[src/pms_defines.vh]
// Purpose: Constants for the power mode sequencer.
// Assumes: 125 MHz system clock.
// Notes: Times are kept in their own unit; cycle counts derive from them.
`ifndef PMS_DEFINES_VH
`define PMS_DEFINES_VH
`define PMS_CLK_MHZ 125
`define PMS_OCP_TIMER_US 1000
`define PMS_OCP_CYCLES (`PMS_OCP_TIMER_US * `PMS_CLK_MHZ)
`define PMS_WAKE_US 130
`define PMS_WAKE_CYCLES (`PMS_WAKE_US * `PMS_CLK_MHZ)
`define PMS_ST_STANDBY 2'h0
`define PMS_ST_STANDBY2 2'h1
`define PMS_ST_GENERAL 2'h2
`define PMS_ST_ERROR 2'h3
`define PMS_ADDR_CTRL 4'h0
`define PMS_ADDR_STATUS 4'h1
`define PMS_ADDR_IRQ 4'h2
`define PMS_ADDR_MASK 4'h3
`define PMS_IRQ_OCP 0
`define PMS_IRQ_TSD 1
`define PMS_IRQ_ERR 2
`define PMS_IRQ_PGLOSS 3
`endif

[src/pms_sync.v]
// Purpose: Two flip-flop synchroniser for a bundle of pin levels.
// Assumes: Inputs are asynchronous levels.
// Notes: The first stage is read by the second stage only.
`timescale 1ns/1ps
module pms_sync #(
    parameter WIDTH = 1
) (
    input wire sys_clk_i,
    input wire reset_i,
    input wire [WIDTH-1:0] async_i,
    output reg [WIDTH-1:0] sync_o
);
    reg [WIDTH-1:0] stage1;

    // Two register stages clear the metastability window.
    always @(posedge sys_clk_i)
    begin
        if (reset_i)
        begin
            stage1 <= {WIDTH{1'b0}};
            sync_o <= {WIDTH{1'b0}};
        end
        else
        begin
            stage1 <= async_i;
            sync_o <= stage1;
        end
    end
endmodule // pms_sync

[src/pms_sequencer.v]
// Purpose: Mode and channel-enable sequencer of a three-output regulator.
// Assumes: Analog comparators deliver levels; registers on a plain port.
// Notes: Channel index 0 is buck_channel_one, 1 buck_channel_two, 2 linear.
// Register map, byte wide, reached over the plain register port:
//   0 CTRL    bits 2:0 serial enables for buck_channel_one, buck_channel_two, linear.
//   1 STATUS  bits 7:6 mode, bits 5:3 channel enables, bits 2:0 power good.
//   2 IRQ     sticky events, write one to clear: 0 overcurrent, 1 thermal,
//             2 error entry, 3 power-good loss.
//   3 MASK    same layout as IRQ; irq_o is high while a masked-in bit is set.
//   Other addresses read as zero and ignore writes.
// Mode codes: 0 stand-by, 1 stand-by 2, 2 general, 3 error detection.
// Timing: every pin reaches the state logic two cycles after it changes,
// and the outputs one cycle later again. Serial access opens a fixed
// wake time after main enable rises; the overcurrent timer must run
// uninterrupted for its full count before a fault is declared.
// Hazard: a channel driven by both its pin and its serial bit reads as off,
// so a board that mixes the two sources sees the channel drop.
// Limitation: the wake and overcurrent times are counted in system clock
// cycles; a different clock needs PMS_CLK_MHZ in the defines header changed.
// Limitation: undervoltage only counts while main enable is high, so a
// supply dip with main low leaves the device in stand-by with no event.
// Trade-off: outputs are registered from the next mode, so they move in the
// same cycle as the mode register rather than one cycle after it.
//
// The implementer's own choices: the strobed register port and the placing of the registers.
`timescale 1ns/1ps
`include "pms_defines.vh"
module pms_sequencer (
    input wire sys_clk_i,
    input wire reset_i,
    input wire main_enable_pin_i,
    input wire buck1_enable_pin_i,
    input wire buck2_enable_pin_i,
    input wire linear_enable_pin_i,
    input wire [2:0] overcurrent_i,
    input wire thermal_shutdown_i,
    input wire undervoltage_i,
    input wire [2:0] above_85pct_i,
    input wire [2:0] above_75pct_i,
    input wire [2:0] startup_done_i,
    input wire [3:0] reg_addr_i,
    input wire [7:0] reg_wdata_i,
    input wire reg_wr_i,
    input wire reg_rd_i,
    output reg [7:0] reg_rdata_o,
    output reg [2:0] channel_on_o,
    output reg oscillator_on_o,
    output reg low_reference_block_on_o,
    output reg digital_on_o,
    output reg serial_enable_o,
    output reg buck1_power_good_o,
    output reg buck2_power_good_o,
    output reg linear_power_good_o,
    output reg fault_n_o,
    output reg irq_o
);
    // ------------------------------------------------------------
    // Synchronised inputs
    // ------------------------------------------------------------
    // Synchronised copies of the pins and comparator levels.
    wire [8:0] pins_s;
    wire main_s;
    wire [2:0] ch_pin_s;
    wire [2:0] ocp_s;
    wire tsd_s;
    wire uv_s;
    wire [2:0] hi_s;
    wire [2:0] lo_s;
    wire [2:0] ss_s;

    // All pins and comparator levels cross into the clock domain here.
    pms_sync #(.WIDTH(18)) u_sync (
        .sys_clk_i(sys_clk_i),
        .reset_i(reset_i),
        .async_i({startup_done_i, above_75pct_i, above_85pct_i, undervoltage_i, thermal_shutdown_i,
                  overcurrent_i, linear_enable_pin_i, buck2_enable_pin_i, buck1_enable_pin_i,
                  main_enable_pin_i}),
        .sync_o({ss_s, lo_s, hi_s, pins_s})
    );

    // Bit layout of the synchronised pin bundle:
    //   0 main enable, 3:1 channel enable pins, 6:4 overcurrent,
    //   7 thermal shutdown, 8 undervoltage.
    // Unpack the pin bundle.
    assign main_s = pins_s[0];
    assign ch_pin_s = pins_s[3:1];
    assign ocp_s = pins_s[6:4];
    assign tsd_s = pins_s[7];
    assign uv_s = pins_s[8];

    // ------------------------------------------------------------
    // State and registers
    // ------------------------------------------------------------
    // Mode register and its next value.
    reg [1:0] state;
    reg [1:0] next_state;
    // Serial-bus channel enables, one bit per channel.
    reg [2:0] serial_ch_en;
    // Wake-up timer; counts only while main enable is high.
    reg [14:0] wake_cnt;
    reg woke;
    // One overcurrent persistence counter per channel.
    reg [16:0] ocp_cnt [0:2];
    reg [2:0] ocp_fire;
    // Interrupt status and mask.
    reg [3:0] irq_status;
    reg [3:0] irq_mask;
    // Internal power good and channel requests.
    reg [2:0] pg;
    reg [2:0] ch_req;
    wire undervolt_reset;
    wire fault;
    wire [3:0] irq_event;
    wire [2:0] pg_out;
    wire pg_loss_ev;
    wire err_entry_ev;
    wire tsd_ev;
    wire ocp_ev;
    wire wr_ctrl;
    wire wr_irq;
    wire wr_mask;

    // Undervoltage only counts while main enable is high.
    assign undervolt_reset = uv_s & main_s;
    // Thermal shutdown is checked alongside; either trips the error state.
    assign fault = (state == `PMS_ST_GENERAL) & (tsd_s | (|ocp_fire));
    assign wr_ctrl = reg_wr_i & (reg_addr_i == `PMS_ADDR_CTRL) & serial_enable_o;
    // Interrupt register writes are always taken.
    assign wr_irq = reg_wr_i & (reg_addr_i == `PMS_ADDR_IRQ);
    assign wr_mask = reg_wr_i & (reg_addr_i == `PMS_ADDR_MASK);

    // ------------------------------------------------------------
    // Mode control
    // ------------------------------------------------------------

    // Per-channel request: exactly one source high; both high is left off.
    always @*
    begin
        ch_req = (ch_pin_s ^ serial_ch_en) & {3{main_s}};
    end

    // Mode state machine.
    always @*
    begin
        next_state = state;
        case (state)
            // Stand-by waits for main enable with a healthy supply.
            `PMS_ST_STANDBY:
                if (main_s & ~uv_s)
                    next_state = `PMS_ST_STANDBY2;
            // Stand-by 2 waits for any channel request.
            `PMS_ST_STANDBY2:
                if (|ch_req)
                    next_state = `PMS_ST_GENERAL;
            // General runs the channels until a fault or no request is left.
            `PMS_ST_GENERAL:
                if (fault)
                    next_state = `PMS_ST_ERROR;
                else if (~(|ch_req))
                    next_state = `PMS_ST_STANDBY2;
            // Error holds; only the forced return below leaves it.
            `PMS_ST_ERROR:
                next_state = `PMS_ST_ERROR;
            // Unused codes fall back to stand-by.
            default:
                next_state = `PMS_ST_STANDBY;
        endcase
        if (~main_s | undervolt_reset)
            next_state = `PMS_ST_STANDBY;
    end

    // Mode register; reset lands in stand-by.
    always @(posedge sys_clk_i)
    begin
        if (reset_i)
            state <= `PMS_ST_STANDBY;
        else
            state <= next_state;
    end

    // ------------------------------------------------------------
    // Timers and power good
    // ------------------------------------------------------------

    // Wake-up timer: digital block and reference settle before serial access.
    always @(posedge sys_clk_i)
    begin
        if (reset_i | ~main_s)
        begin
            wake_cnt <= 15'h0000;
            woke <= 1'b0;
        end
        else if (wake_cnt == `PMS_WAKE_CYCLES - 1)
            woke <= 1'b1;
        else
            wake_cnt <= wake_cnt + 15'h0001;
    end

    // Overcurrent persistence timers, one per channel.
    genvar gi;
    generate
        for (gi = 0; gi < 3; gi = gi + 1)
        begin : g_ocp
            always @(posedge sys_clk_i)
            begin
                if (reset_i | (state != `PMS_ST_GENERAL) | ~ocp_s[gi] | tsd_s)
                begin
                    ocp_cnt[gi] <= 17'h00000;
                    ocp_fire[gi] <= 1'b0;
                end
                else if (ocp_cnt[gi] == `PMS_OCP_CYCLES - 1)
                    ocp_fire[gi] <= 1'b1;
                else
                    ocp_cnt[gi] <= ocp_cnt[gi] + 17'h00001;
            end

            // Power good: set above 85 %, drop at or below 75 %, low when off.
            always @(posedge sys_clk_i)
            begin
                if (reset_i | ~channel_on_o[gi])
                    pg[gi] <= 1'b0;
                else if (hi_s[gi])
                    pg[gi] <= 1'b1;
                else if (~lo_s[gi])
                    pg[gi] <= 1'b0;
            end
        end
    endgenerate

    // ------------------------------------------------------------
    // Register port and interrupts
    // ------------------------------------------------------------
    // Power-good outputs as a vector, indexed as the channels.
    assign pg_out = {linear_power_good_o, buck2_power_good_o, buck1_power_good_o};
    // A reported power good that drops while its channel is still on.
    assign pg_loss_ev = |(~pg & pg_out & channel_on_o);
    // Error entry is seen once, in the cycle the fault is taken.
    assign err_entry_ev = fault & (state != `PMS_ST_ERROR);
    // Thermal shutdown takes precedence over a pending overcurrent.
    assign tsd_ev = fault & tsd_s;
    // Overcurrent fault only when no thermal event stands beside it.
    assign ocp_ev = fault & ~tsd_s;
    // Event vector in the bit order of the IRQ and MASK registers.
    assign irq_event = {pg_loss_ev, err_entry_ev, tsd_ev, ocp_ev};

    // Serial enable bits are cleared when the serial port is disabled.
    always @(posedge sys_clk_i)
    begin
        if (reset_i | ~serial_enable_o)
            serial_ch_en <= 3'h0;
        else if (wr_ctrl)
            serial_ch_en <= reg_wdata_i[2:0];
    end

    // Sticky status: a new event wins over a write-one clear.
    always @(posedge sys_clk_i)
    begin
        if (reset_i)
        begin
            irq_status <= 4'h0;
            irq_mask <= 4'h0;
            irq_o <= 1'b0;
        end
        else
        begin
            if (wr_irq)
                irq_status <= (irq_status & ~reg_wdata_i[3:0]) | irq_event;
            else
                irq_status <= irq_status | irq_event;
            if (wr_mask)
                irq_mask <= reg_wdata_i[3:0];
            irq_o <= |(irq_status & irq_mask);
        end
    end

    // Read data stands one cycle after the read strobe; unmapped reads zero.
    always @(posedge sys_clk_i)
    begin
        if (reset_i | ~reg_rd_i)
            reg_rdata_o <= 8'h00;
        else
            case (reg_addr_i)
                `PMS_ADDR_CTRL: reg_rdata_o <= {5'h00, serial_ch_en};
                `PMS_ADDR_STATUS: reg_rdata_o <= {state, channel_on_o, pg};
                `PMS_ADDR_IRQ: reg_rdata_o <= {4'h0, irq_status};
                `PMS_ADDR_MASK: reg_rdata_o <= {4'h0, irq_mask};
                default: reg_rdata_o <= 8'h00;
            endcase
    end

    // ------------------------------------------------------------
    // Output stage
    // ------------------------------------------------------------

    // Mode outputs are registered from the next mode and the requests; the power-good outputs from pg.
    always @(posedge sys_clk_i)
    begin
        if (reset_i)
        begin
            channel_on_o <= 3'h0;
            oscillator_on_o <= 1'b0;
            low_reference_block_on_o <= 1'b0;
            digital_on_o <= 1'b0;
            serial_enable_o <= 1'b0;
            buck1_power_good_o <= 1'b0;
            buck2_power_good_o <= 1'b0;
            linear_power_good_o <= 1'b0;
            fault_n_o <= 1'b1;
        end
        else
        begin
            // Channels follow their request only in the general state.
            channel_on_o <= (next_state == `PMS_ST_GENERAL) ? ch_req : 3'h0;
            // Linear-only: oscillator stops once the linear channel has started.
            oscillator_on_o <= (next_state == `PMS_ST_GENERAL) &
                               ~((ch_req == 3'h4) & ss_s[2]);
            low_reference_block_on_o <= (next_state == `PMS_ST_GENERAL);
            // Digital block runs in every mode but stand-by.
            digital_on_o <= (next_state != `PMS_ST_STANDBY);
            // Serial port opens only once the wake time has passed.
            serial_enable_o <= (next_state != `PMS_ST_STANDBY) & woke;
            // Power good follows the internal flags one cycle later.
            buck1_power_good_o <= pg[0];
            buck2_power_good_o <= pg[1];
            linear_power_good_o <= pg[2];
            fault_n_o <= (next_state != `PMS_ST_ERROR);
        end
    end
endmodule // pms_sequencer

[config.mk]
export PLATFORM = sky130hd
export DESIGN_NAME = pms_sequencer
export DESIGN_NICKNAME = d
export VERILOG_FILES = /design/src/pms_sync.v /design/src/pms_sequencer.v
export VERILOG_INCLUDE_DIRS = /design/src /design/src/src
export SDC_FILE = /design/constraint.sdc
export NUM_CORES = 1
export LEC_CHECK = 0
export CAP_MARGIN = 20
export CORE_ASPECT_RATIO = 0.75
export CORE_UTILIZATION = 55
export CTS_CLUSTER_SIZE = 25
export DETAILED_ROUTE_END_ITERATION = 7
export DONT_BUFFER_PORTS = 1
export PLACE_DENSITY_LB_ADDON = 0.1
export SYNTH_ARGS = -nofsm -noshare
export SYNTH_HDL_FRONTEND = slang
export SYNTH_SLANG_ARGS = --single-unit
[constraint.sdc]
create_clock -name sys_clk_i -period 6.4 [get_ports sys_clk_i]
set_clock_uncertainty 0.05 [all_clocks]
set_input_delay 1.6 -clock sys_clk_i [delete_from_list [all_inputs] [get_ports sys_clk_i]]
set_output_delay 1.6 -clock sys_clk_i [all_outputs]
set_load 0.1 [all_outputs]
==> results.sh, run 1 <==
export IMPL_status="finished, final reports clean"
export IMPL_clock_power_frac=0.499
export IMPL_fin_cells=712
export IMPL_cts_root_buf="sky130_fd_sc_hd__clkbuf_16"
export IMPL_setup_worst_path_class="register to output pin"
export IMPL_wire_length_of_the_first_global_routing_pass_um=17900
export IMPL_synth_area_mm2=0.00586
export IMPL_clk_transition_reported_paths_ps=60
export IMPL_intPower_mw=1.49
export IMPL_total_switching_power_mw=0.378
export IMPL_post_synth_top_flop="sky130_fd_sc_hd__dfxtp_1"
export IMPL_num_io_pins=54
export IMPL_syn_avg_cell_area_um2=10.5
export IMPL_irDropWorstVdd_mv=0.269
export IMPL_netlist_area_leader_share=0.297
export IMPL_post_cts_resize_count=0
export IMPL_worstSetupPathDepth=0
export IMPL_warnings_from_yosys=0
export IMPL_drc=0
export IMPL_finalCriticalPeriod_ps=3100
export IMPL_clk_sink_count=138
export IMPL_core_area_mm2=0.0103
export IMPL_row_cnt=32
export IMPL_holdPathStages=1
export IMPL_worstPathRequired_ps=4750
export IMPL_cp_startpoint="channel_on_o[0]"
export IMPL_track_usage=0.213
export IMPL_placement_cell_area_mm2=0.00595
export IMPL_switching_share=0.203
export IMPL_synth_xor_xnor_area_share=0.0822
export IMPL_worst_r2r_startpoint="ocp_cnt[1][7]"
export IMPL_final_max_slew_viol_count=0
export IMPL_min_path_type="register to register"
export IMPL_drt_initial_drc_count=247
export IMPL_synthToLayoutAreaGrowth_pct=11.2
export IMPL_clock_insertion_delay_at_the_later_pin_of_the_skew_report_ps=410
export IMPL_fin_crit_sh=0.484
export IMPL_synthAdderAreaFrac=0.0107
export IMPL_grt_max_degree=52
export IMPL_p_comb_frac=0.009
export IMPL_final_area_mm2=0.00652
export IMPL_grt_antenna_before_repair=0
export IMPL_count_of_inserted_antenna_diode_cells=0
export IMPL_dieHeight_um=91.4
export IMPL_synth_area_leaders="sky130_fd_sc_hd__dfxtp_1 (30%), sky130_fd_sc_hd__edfxtp_1 (26%), sky130_fd_sc_hd__xnor2_1 (6.6%)"
export IMPL_place_detailed_instances=680
export IMPL_floorplan_die_area_mm2=0.0111
export IMPL_timing_max_cap_violations=0
export IMPL_viasPerCell=5.42
export IMPL_synthesized_area_fraction_occupied_by_and_or_nand_nor_cells=0.251
export IMPL_floorplan_initialDensity=0.568
export IMPL_power_sequential_fraction=0.492
export IMPL_worst_pin_slew_ps=1100
export IMPL_share_of_final_layout_standard_cells_stronger_than_drive_strength_1=0.0816
export IMPL_port_buffers=0
export IMPL_critical_path_startpoint_type="register"
export IMPL_synth_seq_cells=138
export IMPL_dieWidth_um=121
export IMPL_timing_final_hold_violations=0
export IMPL_synthCells=559
export IMPL_final_nets=602
export IMPL_synth_async_reset_ratio=0
export IMPL_hold_path_startpoint="u_sync.sync_o[8]"
export IMPL_drt_total_wl_um=10800
export IMPL_number_of_nets_produced_by_synthesis=598
export IMPL_gr_total_overflow=0
export IMPL_cts_hold_buffers_added=0
export IMPL_htree_num_levels=4
export IMPL_drtPass1Iterations=4
export IMPL_tritoncts_num_buffers=17
export IMPL_power_per_cell_area_mw_per_mm2=286
export IMPL_clock_tree_from_tritoncts="built"
export IMPL_count_of_different_cell_masters_after_synthesis=55
export IMPL_number_of_enable_flip_flop_cells_after_synthesis=51
export IMPL_fillers=844
export IMPL_path_max_fanout=4
export IMPL_detailedPlacementHpwl_um=7550
export IMPL_r2r_end="ocp_cnt[1][6]"
export IMPL_synthMostInstantiatedCell="sky130_fd_sc_hd__nor2_1"
export IMPL_holdPathEnd="serial_enable_o"
export IMPL_worst_ep_arrival_time_ps=1450
export IMPL_post_detailed_route_wirelength_per_cell_um=15.2
export IMPL_ys_top_cells_by_count="sky130_fd_sc_hd__nor2_1 (88), sky130_fd_sc_hd__dfxtp_1 (87), sky130_fd_sc_hd__edfxtp_1 (51)"
export IMPL_route_vias_total=3858
export IMPL_rsz0062_at_grt="false"
export IMPL_clock_fmax_mhz=323
export IMPL_worst_slew_slack_as_a_fraction_of_its_limit=0.264
export IMPL_complex_gate_fraction_of_the_synthesized_area=0.0461
export IMPL_postCtsSetupBuffers=0
export IMPL_leakagePower_nw=2.09
export IMPL_post_synth_top_area_cell="sky130_fd_sc_hd__dfxtp_1"
export IMPL_r2r_worst_path_depth=3
export IMPL_synth_top_family_by_area="simple AND/OR/NAND/NOR gates"
export IMPL_seq_area_frac_synth=0.558
export IMPL_synth_mux_area_frac=0.0254
export IMPL_worstSetupEndpointType="output pin"
export IMPL_ant_nets=0
export IMPL_gp_congestion=0.835
export IMPL_max_clock_path_buffers=2
export IMPL_fin_setup_tns_ps=0
export IMPL_setup_viol=0
export IMPL_worst_r2r_setup_slack_ps=3780
export IMPL_number_of_global_route_vias_before_repair=3626
power groups by stage:
stage                     registers (mW)  logic, mW  clock network, mW
after floorplan                    0.936     0.0190                  0
after global placement             0.937     0.0156                  0
after detailed placement           0.937     0.0160                  0
after CTS                          0.918     0.0161              0.949
after global routing               0.919     0.0179              0.985
final                              0.918     0.0160              0.932
cell families after synthesis:
kind of cell | after synthesis
DFF | 138
buffers and inverters | 32
adders and majority gates | 5
xor gates and xnor gates | 55
muxes | 11
and+or+nand+nor | 276
AOI/OAI and AO/OA | 42
layout by cell type, fill, tap and decap left out, types with 11 or more instances in the layout:
cell type / instances
sky130_fd_sc_hd__a21oi_1: 17
sky130_fd_sc_hd__clkbuf_16: 18
sky130_fd_sc_hd__dfxtp_1: 87
sky130_fd_sc_hd__edfxtp_1: 51
sky130_fd_sc_hd__inv_1: 16
sky130_fd_sc_hd__nand2_1: 28
sky130_fd_sc_hd__nand3_1: 26
sky130_fd_sc_hd__nand4_1: 14
sky130_fd_sc_hd__nor2_1: 88
sky130_fd_sc_hd__nor2b_1: 39
sky130_fd_sc_hd__nor3_1: 15
sky130_fd_sc_hd__nor4_1: 15
sky130_fd_sc_hd__xnor2_1: 44
sky130_fd_sc_hd__xor2_1: 11
flip-flops by register name (all words and copies together) (netlist names), 2 cells and up:
| name | count |
|---|---|
| ocp_cnt | 51 |
| u_sync.stage1 | 16 |
| u_sync.sync_o | 16 |
| wake_cnt | 15 |
| reg_rdata_o | 8 |
| irq_mask | 4 |
| irq_status | 4 |
| channel_on_o | 3 |
| ocp_fire | 3 |
| pg | 3 |
| serial_ch_en | 3 |
| state | 2 |
layout make-up:
| cell class | count | area (um2) | share of cell area |
|---|---|---|---|
| clock inverter | 11 | 110 | 0.0169 |
| multi-input combinational | 389 | 2440 | 0.373 |
| tap | 136 | 170 | 0.0261 |
| clock buffer | 21 | 462 | 0.0708 |
| sequential | 138 | 3270 | 0.502 |
| inverter | 16 | 60.1 | 0.00921 |
| timing repair buffer | 1 | 11.3 | 0.00173 |
metrics by stage:
step                      hold slack, ps  setup WS [ps]  utilization  power [mW]
after CTS                            372           3280        0.631        1.88
final                                370           3300        0.631        1.87
after global placement               361           3010        0.575       0.953
after global routing                 396           3260        0.631        1.92
after floorplan                      348           3400            -       0.955
after detailed placement             363           2960        0.576       0.953
worst max-delay path by stage:
stage | end | slack [ps]
2_1_floorplan | ocp_cnt[2][0] | 3400
3_3_place_gp | ocp_cnt[1][13] | 3010
3_5_place_dp | ocp_cnt[1][13] | 2960
4_1_cts | channel_on_o[0] | 3280
5_1_grt | channel_on_o[2] | 3260
6_report | channel_on_o[0] | 3300
layer usage:
layer,GRT usage,vias up,part of all wire,routed length (um)
met3,0.0653,2,0.056,612
met5,0,-,0,0
met2,0.299,74,0.43,4610
met1,0.313,1817,0.51,5570
li1,-,1965,-,-
met4,0.0617,0,0.0035,38
No activity file was read; power rests on OpenSTA's default activity.
==> run 2: changes to the inputs <==
Clock period 6.4 ns to 3.2 ns, I/O delays scaled along.
==> run 2 against run 1 <==
Compared with the run above:
- global-route usage is 0.40 points higher
- first-iteration DRC count is 4.5% lower
- non-clock buffer count is 6 higher
- worst hold slack worse by 0.97 ps
- power is 100% higher
- sequential power is 100% higher
==> results.sh, run 2 (same netlist as run 1, synthesis figures left out) <==
export IMPL_status="finished, final reports clean"
export IMPL_final_area_mm2=0.00656
export IMPL_finalPower_mw=3.73
export IMPL_floorplan_die_area_mm2=0.0111
export IMPL_layout_cells_most_common="sky130_fd_sc_hd__nor2_1"
export IMPL_route_vias_total=3940
export IMPL_floorplan_initialDensity=0.568
export IMPL_rsz0062_at_grt="false"
export IMPL_final_max_slew_viol_count=0
export IMPL_viasPerCell=5.49
export IMPL_fin_setup_tns_ps=0
export IMPL_placement_cell_area_mm2=0.00598
export IMPL_fin_cells=718
export IMPL_cts_root_buf="sky130_fd_sc_hd__clkbuf_16"
export IMPL_worst_pin_slew_ps=1050
export IMPL_r2r_worst_path_depth=4
export IMPL_row_cnt=32
export IMPL_irDropWorstVdd_mv=0.490
export IMPL_power_per_cell_area_mw_per_mm2=569
export IMPL_number_of_global_route_vias_before_repair=3599
export IMPL_most_flop_heavy_register="ocp_cnt"
export IMPL_layout_cells_most_common_list="sky130_fd_sc_hd__nor2_1 (88), sky130_fd_sc_hd__dfxtp_1 (87), sky130_fd_sc_hd__edfxtp_1 (51), sky130_fd_sc_hd__xnor2_1 (44), sky130_fd_sc_hd__nor2b_1 (39)"
export IMPL_grt_antenna_before_repair=0
export IMPL_wire_length_of_the_first_global_routing_pass_um=18000
export IMPL_gr_total_overflow=0
export IMPL_ant_nets=0
export IMPL_path_max_fanout=17
export IMPL_crit_path_max_incr_delay_ps=590
export IMPL_cp_startpoint="ocp_cnt[1][7]"
export IMPL_dieWidth_um=121
export IMPL_detailedPlacementHpwl_um=7540
export IMPL_largest_registers="ocp_cnt x51, u_sync.stage1 x16, u_sync.sync_o x16"
export IMPL_worst_slew_slack_as_a_fraction_of_its_limit=0.296
export IMPL_clock_fmax_mhz=417
export IMPL_clock_insertion_delay_at_the_later_pin_of_the_skew_report_ps=420
export IMPL_finalCriticalPeriod_ps=2400
export IMPL_final_nets=608
export IMPL_crit_chain="or4_4 -> nor4_4 -> or2_1 -> nor2_1"
export IMPL_htree_num_levels=4
export IMPL_min_path_type="register to register"
export IMPL_setup_worst_path_class="register to register"
export IMPL_fin_crit_sh=0.750
export IMPL_clk_sink_count=138
export IMPL_timing_final_hold_violations=0
export IMPL_drt_total_wl_um=11000
export IMPL_cts_hold_buffers_added=0
export IMPL_clock_tree_from_tritoncts="built"
export IMPL_drtPass1Iterations=4
export IMPL_core_area_mm2=0.0103
export IMPL_dieHeight_um=91.4
export IMPL_num_io_pins=54
export IMPL_worst_r2r_startpoint="ocp_cnt[1][7]"
export IMPL_cp_endpoint="ocp_cnt[1][4]"
export IMPL_clk_transition_reported_paths_ps=60
export IMPL_largest_register_ffs=51
export IMPL_drt_initial_drc_count=236
export IMPL_timing_max_cap_violations=0
export IMPL_postCtsSetupBuffers=0
export IMPL_critical_path_buf_inv_count=0
export IMPL_worst_ep_arrival_time_ps=2500
export IMPL_synthToLayoutAreaGrowth_pct=11.8
export IMPL_share_of_final_layout_standard_cells_stronger_than_drive_strength_1=0.0928
export IMPL_worstSetupEndpointType="register"
export IMPL_place_detailed_instances=685
export IMPL_worstSetupPathDepth=4
export IMPL_worst_path_max_delay_cell="sky130_fd_sc_hd__or4_4"
export IMPL_worst_r2r_setup_slack_ps=800
export IMPL_port_buffers=0
export IMPL_worst_hold_slack_ps=369
export IMPL_tritoncts_num_buffers=17
export IMPL_setup_viol=0
export IMPL_gp_congestion=0.837
export IMPL_leakagePower_nw=2.11
export IMPL_count_of_inserted_antenna_diode_cells=0
export IMPL_fillers=834
export IMPL_holdPathStages=1
export IMPL_r2r_end="ocp_cnt[1][4]"
export IMPL_post_detailed_route_wirelength_per_cell_um=15.3
export IMPL_drc=0
export IMPL_critical_path_startpoint_type="register"
export IMPL_max_clock_path_buffers=2
export IMPL_critPathTopFamily="simple AND/OR/NAND/NOR gates"
export IMPL_post_cts_resize_count=0
export IMPL_worstPathRequired_ps=3300
export IMPL_grt_max_degree=52
export IMPL_track_usage=0.217
-- run 2: cell types whose count changed in the layout (fill, tap and decap cells not counted), sizes merged --
cell | before | now
clkinvlp | 0 | 2
clkbuf | 21 | 18
clkinv | 4 | 5
buf | 1 | 7
-- run 2: stage by stage --
| stage | utilization | setup slack [ps] |
|---|---|---|
| finish | 0.635 | 800 |
| global route | 0.635 | 632 |
| CTS | 0.634 | 703 |
| detailed placement | 0.579 | 629 |
| global placement | 0.579 | 653 |
| floorplan | - | 963 |
-- run 2: how the worst min path moves through the flow --
stage	from	end	slack [ps]
after floorplan	u_sync.sync_o[8]	serial_enable_o	350
after global placement	u_sync.stage1[12]	u_sync.sync_o[12]	370
after detailed placement	u_sync.sync_o[8]	serial_enable_o	360
after CTS	reset_i	u_sync.stage1[17]	370
after global routing	reset_i	u_sync.stage1[5]	380
final	u_sync.sync_o[8]	serial_enable_o	370
-- run 2: layout make-up --
cell class | count | area, um2 | area share
Clock buffer | 18 | 429 | 0.0655
Clock inverter | 14 | 135 | 0.0206
Multi-Input combinational cell | 389 | 2440 | 0.372
Tap cell | 136 | 170 | 0.0260
Sequential cell | 138 | 3270 | 0.499
Inverter | 16 | 60.1 | 0.00916
Timing Repair Buffer | 7 | 52.6 | 0.00802
-- run 2: worst register-to-register path, cell delays in order, from the launching register on --
cell and delay, ps:
sky130_fd_sc_hd__edfxtp_1 480, sky130_fd_sc_hd__or4_4 590, sky130_fd_sc_hd__nor4_4 350, sky130_fd_sc_hd__or2_1 540, sky130_fd_sc_hd__nor2_1 120
-- run 2: per-layer routing --
| layer | part of all wire | track usage | up-vias |
|---|---|---|---|
| met3 | 0.076 | 0.0779 | 19 |
| met2 | 0.42 | 0.293 | 105 |
| met4 | 0.023 | 0.113 | 0 |
| met1 | 0.48 | 0.301 | 1838 |
| li1 | - | - | 1978 |
| met5 | 0 | 0 | - |
-- run 2: power breakdown --
part	internal [mW]	total (mW)	leakage (nW)	switching, mW
Combinational	0.0198	0.0334	0.497	0.0136
Sequential	1.83	1.84	1.34	0.00966
Clock	1.08	1.86	0.272	0.778
Total	2.93	3.73	2.11	0.801
==> run 3: changes to the inputs <==
Settings changed: ABC_AREA from default to 1.
Clock period 3.2 ns to 2.3 ns, I/O delays scaled along.
==> run 3 against run 2 <==
Compared with the run above:
- core utilization up 1.8 points
- critical path depth increased by 2
- register-to-register slack got worse by 330 ps
- via count grew 28%
- cell area increased by 11%
- global-route usage is 0.37 points higher
- synthesized cell count rose by 40%
- worst hold slack lost 190 ps
- largest cell class unchanged
- highest routed layer unchanged
==> results.sh, run 3 <==
export IMPL_tritoncts_num_buffers=17
export IMPL_drt_initial_drc_count=384
export IMPL_route_vias_total=5050
export IMPL_critical_path_startpoint_type="register"
export IMPL_leakagePower_nw=2.73
export IMPL_clk_transition_reported_paths_ps=70
export IMPL_most_flop_heavy_register="ocp_cnt"
export IMPL_track_usage=0.221
export IMPL_worst_r2r_setup_slack_ps=470
export IMPL_drt_total_wl_um=12300
export IMPL_min_path_type="input pin to register"
export IMPL_synthToLayoutAreaGrowth_pct=13.6
export IMPL_clock_insertion_delay_at_the_later_pin_of_the_skew_report_ps=410
export IMPL_power_per_cell_area_mw_per_mm2=719
export IMPL_syn_avg_cell_area_um2=8.16
export IMPL_setup_worst_path_class="register to register"
export IMPL_worst_hold_slack_ps=175
export IMPL_share_of_final_layout_standard_cells_stronger_than_drive_strength_1=0.123
export IMPL_layout_cells_most_common="sky130_fd_sc_hd__inv_1"
export IMPL_dieWidth_um=126
export IMPL_worst_slew_slack_as_a_fraction_of_its_limit=0.695
export IMPL_setup_viol=0
export IMPL_synthMostInstantiatedCell="sky130_fd_sc_hd__inv_1"
export IMPL_ant_nets=0
export IMPL_worst_pin_slew_ps=456
export IMPL_timing_max_cap_violations=0
export IMPL_finalPower_mw=5.21
export IMPL_layout_cells_most_common_list="sky130_fd_sc_hd__inv_1 (141), sky130_fd_sc_hd__nor2_1 (122), sky130_fd_sc_hd__nand2_1 (121), sky130_fd_sc_hd__dfxtp_1 (87), sky130_fd_sc_hd__edfxtp_1 (51)"
export IMPL_grt_antenna_before_repair=0
export IMPL_fin_setup_tns_ps=0
export IMPL_row_cnt=33
export IMPL_critical_path_most_common_cell="sky130_fd_sc_hd__nor3_2"
export IMPL_clock_fmax_mhz=546
export IMPL_timing_final_hold_violations=0
export IMPL_drc=0
export IMPL_seq_area_frac_synth=0.513
export IMPL_post_synth_top_area_cell="sky130_fd_sc_hd__dfxtp_1"
export IMPL_fillers=943
export IMPL_post_synth_top_flop="sky130_fd_sc_hd__dfxtp_1"
export IMPL_grt_max_degree=50
export IMPL_worst_path_max_delay_cell="sky130_fd_sc_hd__nor3_2"
export IMPL_number_of_global_route_vias_before_repair=4630
export IMPL_drtPass1Iterations=5
export IMPL_path_max_fanout=6
export IMPL_post_detailed_route_wirelength_per_cell_um=12.7
export IMPL_clk_sink_count=138
export IMPL_largest_register_ffs=51
export IMPL_gr_total_overflow=0
export IMPL_number_of_enable_flip_flop_cells_after_synthesis=51
export IMPL_worst_ep_arrival_time_ps=1930
export IMPL_warnings_from_yosys=0
export IMPL_crit_chain="ha_1 -> nand2_1 -> nor3_2 -> nand3_1 -> nor2_1 -> nor3_2"
export IMPL_postCtsSetupBuffers=0
export IMPL_place_ws_ps=437
export IMPL_final_nets=855
export IMPL_synthCells=782
export IMPL_clock_tree_from_tritoncts="built"
export IMPL_viasPerCell=5.21
export IMPL_count_of_inserted_antenna_diode_cells=0
export IMPL_floorplan_initialDensity=0.574
export IMPL_worst_slack_ps=469
export IMPL_worstSetupEndpointType="register"
export IMPL_rsz0062_at_grt="false"
export IMPL_synth_area_leaders="sky130_fd_sc_hd__dfxtp_1 (27%), sky130_fd_sc_hd__edfxtp_1 (24%), sky130_fd_sc_hd__inv_1 (8.3%)"
export IMPL_ys_top_cells_by_count="sky130_fd_sc_hd__inv_1 (141), sky130_fd_sc_hd__nor2_1 (122), sky130_fd_sc_hd__nand2_1 (121)"
export IMPL_final_area_mm2=0.00725
export IMPL_number_of_nets_produced_by_synthesis=821
export IMPL_largest_registers="ocp_cnt x51, u_sync.stage1 x16, u_sync.sync_o x16"
export IMPL_post_cts_resize_count=0
export IMPL_netlist_area_leader_share=0.273
export IMPL_cts_root_buf="sky130_fd_sc_hd__clkbuf_16"
export IMPL_port_buffers=0
export IMPL_crit_path_max_incr_delay_ps=420
export IMPL_placement_cell_area_mm2=0.00667
export IMPL_detailedPlacementHpwl_um=9040
export IMPL_status="finished, final reports clean"
export IMPL_dieHeight_um=95.3
export IMPL_num_io_pins=54
export IMPL_max_clock_path_buffers=2
export IMPL_finalCriticalPeriod_ps=1830
export IMPL_floorplan_die_area_mm2=0.0120
export IMPL_cts_hold_buffers_added=0
export IMPL_wire_length_of_the_first_global_routing_pass_um=21000
export IMPL_synth_area_mm2=0.00638
export IMPL_final_max_slew_viol_count=0
export IMPL_synth_seq_cells=138
export IMPL_htree_num_levels=4
export IMPL_synth_async_reset_ratio=0
export IMPL_irDropWorstVdd_mv=0.599
export IMPL_worstPathRequired_ps=2400
export IMPL_fin_crit_sh=0.796
export IMPL_gp_congestion=0.927
export IMPL_core_area_mm2=0.0111
export IMPL_count_of_different_cell_masters_after_synthesis=35
run 3: cell types whose count changed after synthesis, sizes merged, moves of 20 or more:
| cell | before | now |
|---|---|---|
| inv | 16 | 145 |
| nand2 | 28 | 129 |
| nor2 | 88 | 131 |
| xnor2 | 44 | 4 |
| nor2b | 39 | 0 |
| a21oi | 17 | 46 |
| nand4 | 15 | 37 |
| nand3 | 29 | 50 |
| nor3 | 15 | 35 |
run 3: per-stage QoR:
step                std cells  utilization
CTS                       969        0.652
finish                    969        0.652
global placement          937        0.601
detailed placement        937        0.601
floorplan                 782            -
global route              969        0.652
run 3: power by group:
part	leakage [nW]	total, mW	switching [mW]	internal (mW)
registers	1.34	2.55	0.0106	2.54
clock network	0.282	2.59	1.15	1.44
logic	1.11	0.0635	0.0419	0.0216
run 3: final cells by class:
class	count	area (um2)	share of cell area
Clock buffer	17	425	0.0587
Clock inverter	15	148	0.0204
Inverter	145	544	0.0751
Multi-Input combinational cell	490	2500	0.345
Sequential cell	138	3270	0.452
Tap cell	140	175	0.0242
Timing Repair Buffer	24	180	0.0249
run 3: final timing paths:
| kind | start | depth (start not counted) | end |
|---|---|---|---|
| worst max register to register | ocp_cnt[1][0] | 6 | ocp_cnt[1][12] |
| worst max-delay path | ocp_cnt[1][0] | 6 | ocp_cnt[1][12] |
| worst min register to register | u_sync.stage1[8] | 2 | u_sync.sync_o[8] |
| worst min-delay path | reset_i | 1 | u_sync.stage1[9] |
run 3: per-layer routing:
layer  up-vias  GRT usage  share of wire
met3        13     0.0567          0.048
li1       2604          -              -
met1      2298      0.298           0.49
met2       135      0.349           0.46
met5         -          0              0
met4         0     0.0693         0.0075
run 3: cell families (layout without fill, tap and decap cells):
| kind of cell | Yosys count | in the layout | share of synthesized area |
|---|---|---|---|
| AO/OA/AOI/OAI | 82 | 82 | 0.0730 |
| XOR/XNOR | 11 | 11 | 0.0151 |
| adder cells (fa/ha/maj) | 5 | 5 | 0.00981 |
| buffers and inverters | 154 | 201 | 0.0947 |
| flip-flops | 138 | 138 | 0.513 |
| AND/OR/NAND/NOR | 392 | 392 | 0.294 |
run 3: worst max-delay path: cells and delay by family, from the launching register on:
| family | cells | cell delay [ps] |
|---|---|---|
| flip-flops | 1 | 390 |
| AND/OR/NAND/NOR | 5 | 930 |
| adder cells (fa/ha/maj) | 1 | 210 |
